==> config.mk <==
export PLATFORM = sky130hd
export DESIGN_NAME = scbp_column_engine
export DESIGN_NICKNAME = d
export VERILOG_FILES = /design/src/rtl/scbp_pkg.sv /design/src/rtl/scbp_col_gen.sv /design/src/rtl/scbp_column_engine.sv
export VERILOG_INCLUDE_DIRS = /design/src /design/src/rtl
export SDC_FILE = /design/constraint.sdc
export NUM_CORES = 1
export LEC_CHECK = 0
export BUFFER_PORTS_ARGS = -buffer_cell sky130_fd_sc_hd__buf_2
export CORE_ASPECT_RATIO = 0.7
export CORE_MARGIN = 4
export CORE_UTILIZATION = 56
export DETAILED_ROUTE_END_ITERATION = 12
export PLACE_DENSITY_LB_ADDON = 0.2
export SKIP_LAST_GASP = 1
export SLEW_MARGIN = 5
export SYNTH_ARGS = -nofsm -noshare
export SYNTH_HDL_FRONTEND = slang
export SYNTH_SLANG_ARGS = --single-unit
==> constraint.sdc <==
create_clock -name ref_clk -period 4.3 [get_ports ref_clk]
set_clock_uncertainty 0.05 [all_clocks]
set_input_delay 0.86 -clock ref_clk [delete_from_list [all_inputs] [get_ports ref_clk]]
set_output_delay 0.86 -clock ref_clk [all_outputs]
set_load 0.01 [all_outputs]
==> src/rtl/scbp_regs.svh <==
`ifndef SCBP_REGS_SVH
`define SCBP_REGS_SVH

// ----------------------------------------
// Clock and timing
// ----------------------------------------
`define SCBP_CLK_PERIOD_NS 20
`define SCBP_T_RAS_NS 42
`define SCBP_T_RAS_CYC \
   ((`SCBP_T_RAS_NS + `SCBP_CLK_PERIOD_NS - 1) / `SCBP_CLK_PERIOD_NS)
`define SCBP_T_WR_CYC 2

// ----------------------------------------
// Mode encodings
// ----------------------------------------
`define SCBP_BL1 3'h0
`define SCBP_BL2 3'h1
`define SCBP_BL4 3'h2
`define SCBP_BL8 3'h3
`define SCBP_BL_PAGE 3'h7
`define SCBP_CL3 2'h3

// ----------------------------------------
// Field positions and reset values
// ----------------------------------------
`define SCBP_AP_BIT 10
`define SCBP_BANK_RST 4'h0

`endif

==> src/rtl/scbp_pkg.sv <==
package scbp_pkg;

   typedef logic [8:0] scbp_col_t;
   typedef logic [12:0] scbp_row_t;
   typedef logic [1:0] scbp_bank_t;
   typedef logic [15:0] scbp_data_t;

   typedef enum logic [1:0]
   {
      SCBP_IDLE,
      SCBP_READ,
      SCBP_WRITE
   } scbp_state_e;

endpackage : scbp_pkg

==> src/rtl/scbp_col_gen.sv <==
`timescale 1ns/1ps
`default_nettype none
`include "scbp_regs.svh"

module scbp_col_gen (
   // Burst position
   input wire scbp_pkg::scbp_col_t base,
   input wire scbp_pkg::scbp_col_t idx,
   // Mode
   input wire logic [2:0] len_code,
   input wire logic interleave,
   // Result
   output scbp_pkg::scbp_col_t col,
   output logic last
);
   import scbp_pkg::*;

   scbp_col_t mask;
   scbp_col_t sum;

   always_comb
   begin
      unique case (len_code)
         `SCBP_BL1: mask = 9'h000;
         `SCBP_BL2: mask = 9'h001;
         `SCBP_BL4: mask = 9'h003;
         `SCBP_BL8: mask = 9'h007;
         `SCBP_BL_PAGE: mask = 9'h1FF;
         // Reserved codes behave as single word
         default: mask = 9'h000;
      endcase
   end

   assign sum = 9'(base + idx);

   always_comb
   begin
      // Page bursts always count up; interleave has no page form
      if (interleave && len_code != `SCBP_BL_PAGE)
         col = base ^ (idx & mask);
      else
         col = (base & ~mask) | (sum & mask);
   end

   // Page bursts never end by themselves
   assign last = (idx == mask) && (len_code != `SCBP_BL_PAGE);

endmodule // scbp_col_gen

`default_nettype wire

==> src/rtl/scbp_column_engine.sv <==
`timescale 1ns/1ps
`default_nettype none
`include "scbp_regs.svh"

module scbp_column_engine (
   // Clock and reset
   input wire logic ref_clk,
   input wire logic reset,
   // Command pins
   input wire logic cs_n,
   input wire logic ras_n,
   input wire logic cas_n,
   input wire logic we_n,
   input wire scbp_pkg::scbp_bank_t bank_select,
   input wire scbp_pkg::scbp_row_t addr,
   input wire logic [1:0] dqm,
   // Data pins
   input wire scbp_pkg::scbp_data_t dq_in,
   output scbp_pkg::scbp_data_t dq_out,
   output logic [1:0] dq_oe,
   // Mode settings
   input wire logic [2:0] mode_burst_len,
   input wire logic mode_interleave,
   input wire logic [1:0] mode_cas_lat,
   // Array port
   output logic mem_rd_en,
   output logic mem_wr_en,
   output scbp_pkg::scbp_bank_t mem_bank,
   output scbp_pkg::scbp_row_t mem_row,
   output scbp_pkg::scbp_col_t mem_col,
   output scbp_pkg::scbp_data_t mem_wdata,
   output logic [1:0] mem_wbe,
   input wire scbp_pkg::scbp_data_t mem_rdata,
   // Status
   output logic [3:0] bank_active,
   output logic illegal_cmd
);
   import scbp_pkg::*;

   // ----------------------------------------
   // Command decode
   // ----------------------------------------
   logic cmd_act;
   logic cmd_rd;
   logic cmd_wr;
   logic cmd_pre;
   logic cmd_bst;
   logic col_ok;
   logic rd_go;
   logic wr_go;
   logic new_cmd;
   logic full_page;
   logic bst_go;
   logic cl3;
   logic [3:0] bank_active_q;

   assign cmd_act = !cs_n && !ras_n && cas_n && we_n;
   assign cmd_rd = !cs_n && ras_n && !cas_n && we_n;
   assign cmd_wr = !cs_n && ras_n && !cas_n && !we_n;
   assign cmd_pre = !cs_n && !ras_n && cas_n && !we_n;
   assign cmd_bst = !cs_n && ras_n && cas_n && !we_n;
   assign col_ok = bank_active_q[bank_select];
   assign rd_go = cmd_rd && col_ok;
   assign wr_go = cmd_wr && col_ok;
   assign new_cmd = rd_go || wr_go;
   assign full_page = (mode_burst_len == `SCBP_BL_PAGE);
   assign bst_go = cmd_bst && full_page;
   assign cl3 = (mode_cas_lat == `SCBP_CL3);

   // ----------------------------------------
   // Burst sequencer
   // ----------------------------------------
   scbp_state_e state_q;
   scbp_col_t cnt_q;
   scbp_col_t base_q;
   scbp_bank_t bank_q;
   logic ap_q;
   scbp_col_t gen_base;
   scbp_col_t gen_idx;
   scbp_col_t gen_col;
   logic gen_last;
   logic pre_hit;
   logic cont_ok;
   logic rd_issue;
   logic wr_issue;
   logic cont;
   scbp_bank_t issue_bank;
   logic burst_end_ap;
   logic end_is_rd;

   // A precharge to the bursting bank cuts the burst
   assign pre_hit = cmd_pre && (addr[`SCBP_AP_BIT] || bank_select == bank_q);
   assign cont_ok = !new_cmd && !bst_go && !pre_hit;
   assign rd_issue = rd_go || (state_q == SCBP_READ && cont_ok);
   assign wr_issue = wr_go || (state_q == SCBP_WRITE && cont_ok);
   assign cont = (state_q != SCBP_IDLE) && cont_ok;
   assign issue_bank = new_cmd ? bank_select : bank_q;
   assign gen_base = new_cmd ? addr[8:0] : base_q;
   assign gen_idx = new_cmd ? 9'h000 : cnt_q;
   assign end_is_rd = new_cmd ? rd_go : (state_q == SCBP_READ);
   assign burst_end_ap = gen_last &&
      ((new_cmd && addr[`SCBP_AP_BIT]) || (cont && ap_q));

   scbp_col_gen u_col_gen (
      .base(gen_base),
      .idx(gen_idx),
      .len_code(mode_burst_len),
      .interleave(mode_interleave),
      .col(gen_col),
      .last(gen_last)
   );

   always_ff @(posedge ref_clk)
   begin
      if (reset)
      begin
         state_q <= SCBP_IDLE;
         cnt_q <= 9'h000;
         base_q <= 9'h000;
         bank_q <= 2'h0;
         ap_q <= 1'b0;
      end
      else if (new_cmd)
      begin
         // Interrupting command drops what is left of the old burst
         base_q <= addr[8:0];
         bank_q <= bank_select;
         ap_q <= addr[`SCBP_AP_BIT] && !full_page;
         cnt_q <= 9'h001;
         if (gen_last)
            state_q <= SCBP_IDLE;
         else if (rd_go)
            state_q <= SCBP_READ;
         else
            state_q <= SCBP_WRITE;
      end
      else if (cont)
      begin
         cnt_q <= 9'(cnt_q + 9'h001);
         if (gen_last)
            state_q <= SCBP_IDLE;
      end
      else
      begin
         state_q <= SCBP_IDLE;
      end
   end

   // ----------------------------------------
   // Auto precharge
   // ----------------------------------------
   logic ap_pend_q;
   logic [1:0] ap_cnt_q;
   scbp_bank_t ap_bank_q;
   logic [3:0] ras_ok;
   logic ap_fire;

   assign ap_fire = ap_pend_q && ap_cnt_q == 2'h1 &&
      ras_ok[ap_bank_q];

   always_ff @(posedge ref_clk)
   begin
      if (reset)
      begin
         ap_pend_q <= 1'b0;
         ap_cnt_q <= 2'h0;
         ap_bank_q <= 2'h0;
      end
      else if (burst_end_ap)
      begin
         ap_pend_q <= 1'b1;
         ap_bank_q <= issue_bank;
         // Reads close right after the last address, writes wait tWR
         ap_cnt_q <= end_is_rd ? 2'h1 : 2'(`SCBP_T_WR_CYC);
      end
      else if (ap_pend_q)
      begin
         if (ap_cnt_q > 2'h1)
            ap_cnt_q <= ap_cnt_q - 2'h1;
         else if (ap_fire)
            ap_pend_q <= 1'b0;
      end
   end

   // ----------------------------------------
   // Bank tracking
   // ----------------------------------------
   scbp_row_t row_q [4];
   logic [3:0] ras_cnt_q [4];

   always_comb
   begin
      for (int b = 0; b < 4; b++)
         ras_ok[b] = (ras_cnt_q[b] >= 4'(`SCBP_T_RAS_CYC));
   end

   always_ff @(posedge ref_clk)
   begin
      if (reset)
      begin
         bank_active_q <= `SCBP_BANK_RST;
         for (int b = 0; b < 4; b++)
         begin
            row_q[b] <= 13'h0000;
            ras_cnt_q[b] <= 4'h0;
         end
      end
      else
      begin
         for (int b = 0; b < 4; b++)
         begin
            if (cmd_act && bank_select == 2'(b) && !bank_active_q[b])
            begin
               bank_active_q[b] <= 1'b1;
               row_q[b] <= addr;
               ras_cnt_q[b] <= 4'h0;
            end
            else if ((cmd_pre && (addr[`SCBP_AP_BIT] ||
               bank_select == 2'(b))) ||
               (ap_fire && ap_bank_q == 2'(b)))
            begin
               bank_active_q[b] <= 1'b0;
            end
            else if (bank_active_q[b] && !ras_ok[b])
            begin
               ras_cnt_q[b] <= ras_cnt_q[b] + 4'h1;
            end
         end
      end
   end

   assign bank_active = bank_active_q;

   // Misuse is refused and flagged for one cycle
   always_ff @(posedge ref_clk)
   begin
      if (reset)
         illegal_cmd <= 1'b0;
      else
         illegal_cmd <= ((cmd_rd || cmd_wr) && !col_ok) ||
            (cmd_bst && !full_page) ||
            (cmd_act && col_ok);
   end

   // ----------------------------------------
   // Array port
   // ----------------------------------------
   always_ff @(posedge ref_clk)
   begin
      if (reset)
      begin
         mem_rd_en <= 1'b0;
         mem_wr_en <= 1'b0;
         mem_bank <= 2'h0;
         mem_row <= 13'h0000;
         mem_col <= 9'h000;
         mem_wdata <= 16'h0000;
         mem_wbe <= 2'h0;
      end
      else
      begin
         mem_rd_en <= rd_issue;
         mem_wr_en <= wr_issue;
         mem_bank <= issue_bank;
         mem_row <= row_q[issue_bank];
         mem_col <= gen_col;
         mem_wdata <= dq_in;
         // Write mask acts in the cycle it is sampled
         mem_wbe <= ~dqm;
      end
   end

   // ----------------------------------------
   // Read return path
   // ----------------------------------------
   logic rv_q;
   scbp_data_t rpipe_q;
   logic [1:0] dqm_d_q;
   logic src_v;
   scbp_data_t src_d;

   // Latency one is not offered; anything but three runs as two
   assign src_v = cl3 ? rv_q : mem_rd_en;
   assign src_d = cl3 ? rpipe_q : mem_rdata;

   always_ff @(posedge ref_clk)
   begin
      if (reset)
      begin
         rv_q <= 1'b0;
         rpipe_q <= 16'h0000;
         dqm_d_q <= 2'h0;
         dq_out <= 16'h0000;
         dq_oe <= 2'h0;
      end
      else
      begin
         rv_q <= mem_rd_en;
         rpipe_q <= mem_rdata;
         dqm_d_q <= dqm;
         dq_out <= src_d;
         dq_oe <= {2{src_v}} & ~dqm_d_q;
      end
   end
endmodule // scbp_column_engine

`default_nettype wire

==> results of run 1 <==
-- logic make-up (layout without fill, tap and decap cells) --
group | after synthesis | in the layout | share of synthesized area
xor gates and xnor gates | 21 | 21 | 0.0237
adders and majority gates | 24 | 24 | 0.0390
buffers and inverters | 60 | 193 | 0.0338
DFF | 180 | 180 | 0.551
and+or+nand+nor | 291 | 291 | 0.202
AOI/OAI and AO/OA | 124 | 124 | 0.0995
other | 1 | 8 | 0.000483
muxes | 37 | 37 | 0.0507
-- power groups by stage --
stage / Clock (mW) / Combinational [mW] / Sequential [mW]
floorplan: 0 / 0.105 / 1.91
global placement: 0 / 0.212 / 1.89
detailed placement: 0 / 0.218 / 1.90
CTS: 1.51 / 0.219 / 1.86
global route: 1.58 / 0.242 / 1.86
finish: 1.48 / 0.219 / 1.86
-- cells in the final DEF, fill, tap and decap left out, types with 15 or more instances in the layout --
cell type and n:
nand2_1 68, ha_1 21, a21oi_1 45, mux2i_1 33
nor3_1 15, clkbuf_16 17, inv_1 21, and2_1 60
dfxtp_1 112, edfxtp_1 68, nor2_1 36, o21ai_0 20
nor2b_1 42, buf_2 126
-- registers in the layout (all words and copies together), names as in the netlist, 4 cells and up --
| name | flops |
|---|---|
| mem_col | 9 |
| dq_out | 16 |
| mem_wdata | 16 |
| bank_active | 4 |
| base_q | 9 |
| ras_cnt_q | 16 |
| rpipe_q | 16 |
| cnt_q | 9 |
| row_q | 52 |
| mem_row | 13 |
-- synthesized netlist by cell type (2+ instances only) --
library cell and number:
dfxtp_1 112, edfxtp_1 68, nand2_1 68, and2_1 60, a21oi_1 46, nor2b_1 42, nor2_1 36, mux2i_1 33
clkbuf_1 26, ha_1 21, inv_1 21, o21ai_0 20, nor3_1 15, nand2b_1 14, and3_1 13, o22ai_1 13
nand3_1 12, xnor2_1 11, xor2_1 10, o211ai_1 8, a21o_1 7, a211oi_1 6, nand4_1 6, or2_2 6
buf_1 5, nor3b_1 5, or3_1 5, a211o_1 4, buf_6 4, a21boi_0 3, buf_2 3, o31ai_1 3
maj3_1 2, mux2_4 2, nor4_1 2, o21a_1 2, or4_1 2
-- final cells by class --
cell class,instances,area [sq um]
multi-input combinational,505,3260
sequential,180,4280
clock buffer,19,447
clock inverter,13,113
inverter,21,78.8
timing repair buffer,140,736
tap,185,231
fill,1030,4210
-- routing by layer --
metal	vias to the layer above	GRT usage	wire (um)
met1	2797	0.311	7980
met4	0	0.0516	226
met5	-	0	0
met3	24	0.0631	1480
met2	243	0.376	8470
li1	2814	-	-
-- through the flow --
step | setup WS (ns) | util | hold WS, ns
after floorplan | 0.509 | - | 0.318
after global placement | 0.277 | 0.643 | 0.321
after detailed placement | 0.121 | 0.643 | 0.323
after CTS | 0.539 | 0.685 | 0.335
after global routing | 0.261 | 0.685 | 0.345
final | 0.465 | 0.685 | 0.335
-- final timing paths --
kind,endpoint,cells past startpoint
min,dq_oe[1],1
max reg2reg,mem_col[8],11
max,mem_col[8],13
min reg2reg,dq_oe[1],1
==> key figures, run 1 <==
Placement
  – Hpwl dp: 12.7 mm
  – Placed cells: 1031
  – PortBufs: 127
  – Placer Congestion: 0.904
  – Post-place instance area: 8590 sq um

Yosys
  – Distinct cells, synth: 59
  – Post-synth EDFFs: 68
  – Ys Warns: 0
  – Syn Std Cell Area: 7770 sq um
  – Syn Inst Count: 738
  – Synth async-reset ratio: 0
  – Post-synthesis register bit count: 180
  – Sequential fraction of the synthesis area: 0.551
  – Top cells by area, synth: dfxtp_1, edfxtp_1, and2_1, mux2i_1, ha_1
  – Synth Area per Inst: 10.5 sq um
  – Prevailing post-synth register cell: dfxtp_1
  – Area share of the largest cell type after synthesis: 0.289
  – Yosys top cell by area: dfxtp_1

Status
  – Outcome: complete, no violations

Hold path
  – Min-delay src: dqm_d_q[1]
  – Hold Crit Class: reg -> reg

Routing
  – Post-DR wirelength/cell: 17.1 um
  – Drt drc: 0
  – Initial DRC count: 513
  – First-pass iteration count of the detailed router: 5
  – Final wirelength: 18.1 mm
  – Vias: 5878
  – Antenna viol nets, final: 0
  – DR vias/cell: 5.53

Power and ir drop
  – Switching pwr: 0.836 mW
  – Power Internal: 2.72 mW
  – Total power: 3.56 mW
  – Sw Ratio: 0.235
  – Maximum VDD drop: 0.288 mV
  – Flop pwr share: 0.522
  – Clock power frac: 0.417
  – Logic gate share of total power: 0.062
  – Leakage dissipation: 4.16 nW
  – PD cells: 389 nW/um^2

STA
  – Rel. slew slack: 0.318
  – Fin crit share: 0.892
  – Setup TNS Final: 0 ns
  – Max Fclk: 261 MHz
  – Final Max Slew Viols: 0
  – Count of final setup violators: 0
  – Worst slew pin tran: 1.02 ns
  – Period minus WS final: 3.83 ns
  – Unrepaired setup endpoints after global routing: no
  – Final hold violations: 0

Layout
  – Final #Nets: 948
  – Ant diodes: 0
  – Post-layout instance area: 9150 sq um
  – Share of layout cells above drive strength 1: 0.212
  – Synth-to-layout area growth: 17.8%
  – Non-filler cells, final: 1063

Worst setup path
  – Setup crit start: ras_n
  – Max stage delay on crit path: 0.37 ns
  – Crit path cell chain: buf_2 > nor3b_4 > nand3_1 > buf_4 > and3_1 > or2_2 > ha_1 > and2_1 > o21ai_0 > nand2b_1 > a21o_1 > a211o_1 > o211ai_1
  – Highest-delay cell along the critical path: ha_1
  – Family with the most delay on the worst path: simple AND/OR/NAND/NOR gates
  – Critical path class: in -> reg
  – WP data required: 4.59 ns
  – Worst setup SP type: input pin
  – Worst Path Buf+Inv: 2
  – Reg-to-Reg Start: bank_active[2]
  – CP max FO: 10
  – CP arrival: 4.12 ns
  – Critical path capture point type: flip-flop
  – Reg-to-reg slack, setup: 0.77 ns

Flow run
  – Max-Cap Viols: 0

Global routing
  – Total track usage: 0.231
  – GR Overflow Total: 0
  – First-pass GRT wire length: 29.0 mm
  – Largest net degree at the start of global routing: 60
  – Vias in the first global route: 5762
  – Initial antenna violation count: 0

Floorplanning
  – Die Wd: 149 um
  – Die area: 15900 sq um
  – # rows: 35
  – DIE HEIGHT: 107 um
  – Initial core utilization: 0.582
  – Io pins: 128
  – Core area: 13400 sq um

Clock tree
  – Clock buffer count from CTS: 17
  – Clk slew on worst S/H paths: 0.07 ns
  – Sink Count: 180
  – CTS tree: yes
  – Post-CTS Repair Setup Buffers: 0
  – H-tree levels: 4
  – CTS Hold Buffers Added: 0
  – Clk buf depth: 2
  – CTS-repair resized insts: 0
  – Clk Tree Root Cell: clkbuf_16
  – Clock latency on the worst-skew pair: 0.43 ns
Note: power is estimated with default switching activity, not from simulation.
==> run 2: changes to the inputs <==
--- a/config.mk
+++ b/config.mk
@@ -9,11 +9,12 @@
 export BUFFER_PORTS_ARGS = -buffer_cell sky130_fd_sc_hd__buf_2
 export CORE_ASPECT_RATIO = 0.7
 export CORE_MARGIN = 4
-export CORE_UTILIZATION = 56
+export CORE_UTILIZATION = 60
 export DETAILED_ROUTE_END_ITERATION = 12
-export PLACE_DENSITY_LB_ADDON = 0.2
+export PLACE_DENSITY = 0.84
 export SKIP_LAST_GASP = 1
 export SLEW_MARGIN = 5
 export SYNTH_ARGS = -nofsm -noshare
 export SYNTH_HDL_FRONTEND = slang
 export SYNTH_SLANG_ARGS = --single-unit
+export TNS_END_PERCENT = 20
==> constraint.sdc (replaced) <==
create_clock -name ref_clk -period 4.43 [get_ports ref_clk]
set_clock_uncertainty 0.05 [all_clocks]
set_input_delay 0.886 -clock ref_clk [delete_from_list [all_inputs] [get_ports ref_clk]]
set_output_delay 0.886 -clock ref_clk [all_outputs]
set_load 0.01 [all_outputs]
==> run 2 against run 1 <==
  * Die area down 6.2%
  * Critical path depth is the same
  * Critical endpoint is now mem_col[6]
  * Largest cell class unchanged
  * Clock power grew 7%
  * Total power increased by 1.2%
  * Worst hold slack improved by 0.013 ns
  * Non-clock buffer count stayed put
==> key figures, run 2 (same netlist as run 1, synthesis figures left out) <==
Floorplanning
  – Die area: 14900 sq um
  – DIE HEIGHT: 103 um
  – # rows: 34
  – Initial core utilization: 0.619
  – Core area: 12500 sq um
  – Die Wd: 144 um
  – Io pins: 128

Routing
  – Drt drc: 0
  – Metal3 WL: 1.31 mm
  – Wl on met1: 8.03 mm
  – DR vias/cell: 5.68
  – Wire length on met2: 8.89 mm
  – Post-DR wirelength/cell: 17.8 um
  – First-pass iteration count of the detailed router: 6
  – Antenna viol nets, final: 0
  – Top Metal Used: met4
  – Vias: 5903
  – Initial DRC count: 580
  – Final wirelength: 18.5 mm

Global routing
  – GR Overflow Total: 0
  – First-pass GRT wire length: 29.1 mm
  – Total track usage: 0.254
  – Largest net degree at the start of global routing: 78
  – Vias in the first global route: 5854
  – Initial antenna violation count: 0

Power and ir drop
  – Power Internal: 2.76 mW
  – PD cells: 392 nW/um^2
  – Clock power frac: 0.440
  – Switching pwr: 0.838 mW
  – Leakage dissipation: 4.18 nW
  – Flop pwr share: 0.501
  – Sw Ratio: 0.233
  – Maximum VDD drop: 0.263 mV
  – Logic gate share of total power: 0.059

Clock tree
  – Clk Tree Root Cell: clkbuf_16
  – H-tree levels: 4
  – Clk buf depth: 2
  – Clock buffer count from CTS: 17
  – Sink Count: 180
  – Clock latency on the worst-skew pair: 0.44 ns
  – CTS Hold Buffers Added: 0
  – CTS tree: yes
  – Post-CTS Repair Setup Buffers: 0
  – Clk slew on worst S/H paths: 0.07 ns
  – CTS-repair resized insts: 0

Layout
  – Share of layout cells above drive strength 1: 0.211
  – Top reg by flops: row_q
  – Most frequent cells in the layout: buf_2, dfxtp_1, nand2_1, edfxtp_1, and2_1
  – Final #Nets: 948
  – Fill count: 867
  – Most common cell after layout, fill and taps aside: buf_2
  – Synth-to-layout area growth: 18.3%
  – Number of flip-flops in the largest register: 52
  – Ant diodes: 0

STA
  – Period minus WS final: 3.84 ns
  – Count of final setup violators: 0
  – Max Fclk: 261 MHz
  – Fin crit share: 0.867
  – Final Max Slew Viols: 0
  – Unrepaired setup endpoints after global routing: no
  – WHS: 0.348 ns
  – Worst slew pin tran: 0.961 ns
  – Final hold violations: 0
  – Rel. slew slack: 0.357
  – Setup TNS Final: 0 ns

Worst setup path
  – Reg-to-Reg Start: bank_active[2]
  – Crit path to: mem_col[6]
  – Worst setup SP type: input pin
  – WP data required: 4.70 ns
  – RR Endpoint: mem_col[6]
  – Critical path class: in -> reg
  – R2R cell count: 12
  – CP arrival: 4.11 ns
  – CP max FO: 18
  – Setup crit start: bank_select[0]
  – Reg-to-reg slack, setup: 0.90 ns
  – Critical path capture point type: flip-flop

Placement
  – Hpwl dp: 12.8 mm
  – PortBufs: 127
  – Placer Congestion: 0.859

Hold path
  – Hold Crit Class: reg -> reg

Status
  – Outcome: complete, no violations

Flow run
  – Max-Cap Viols: 0
## run 2: changes by cell type in the layout (fill, tap and decap cells not counted), moves of 2 or more
cell,delta
clkinv_4,-2
inv_6,+2
clkinv_2,-2
clkbuf_16,+3
## run 2: area by class of cell
class                   instances  area [sq um]  area share
well taps                     162           203      0.0220
repair buffers                140           736      0.0800
flip-flops and latches        180          4280       0.466
clock inverters                11           125      0.0136
inverters                      21          78.8     0.00857
multi-input cells             505          3260       0.355
clock buffers                  21           504      0.0549
## run 2: metal layers
metal / global-route usage / up-vias
met5: 0 / -
li1: - / 2817
met2: 0.418 / 218
met3: 0.0565 / 29
met4: 0.0839 / 0
met1: 0.338 / 2839
## run 2: worst min-delay path by stage
| stage | start | slack (ns) | end | depth (start not counted) |
|---|---|---|---|---|
| after detailed placement | dqm_d_q[1] | 0.34 | dq_oe[1] | 1 |
| after floorplan | dqm_d_q[0] | 0.32 | dq_oe[0] | 1 |
| final | dqm_d_q[1] | 0.35 | dq_oe[1] | 1 |
| after global placement | dqm_d_q[1] | 0.32 | dq_oe[1] | 1 |
| after global routing | dqm_d_q[0] | 0.38 | dq_oe[0] | 1 |
| after CTS | dqm_d_q[1] | 0.35 | dq_oe[1] | 1 |
## run 2: power groups by stage
| stage | combinational [mW] | sequential, mW | clock, mW |
|---|---|---|---|
| after floorplan | 0.102 | 1.85 | 0 |
| after global placement | 0.204 | 1.84 | 0 |
| after detailed placement | 0.212 | 1.84 | 0 |
| after CTS | 0.214 | 1.80 | 1.60 |
| after global routing | 0.236 | 1.81 | 1.67 |
| final | 0.214 | 1.80 | 1.58 |
## run 2: critical path: stages
cell	delay [ns]
buf_2	0.19
mux2_4	0.34
and3_1	0.31
nor2_8	0.33
mux2i_1	0.31
inv_1	0.08
ha_1	0.35
nor2b_1	0.17
o21ai_0	0.14
o21ai_0	0.18
a21o_1	0.26
a211o_1	0.31
a32o_1	0.26
## run 2: metrics by stage
stage | cells | power (mW) | setup slack (ns) | utilization | instance area [sq um]
floorplan | 745 | 1.95 | 0.613 | - | 7800
global placement | 1008 | 2.04 | 0.371 | 0.682 | 8560
detailed placement | 1008 | 2.05 | 0.263 | 0.682 | 8560
CTS | 1040 | 3.62 | 0.644 | 0.733 | 9190
global route | 1040 | 3.72 | 0.407 | 0.733 | 9190
finish | 1040 | 3.60 | 0.591 | 0.733 | 9190
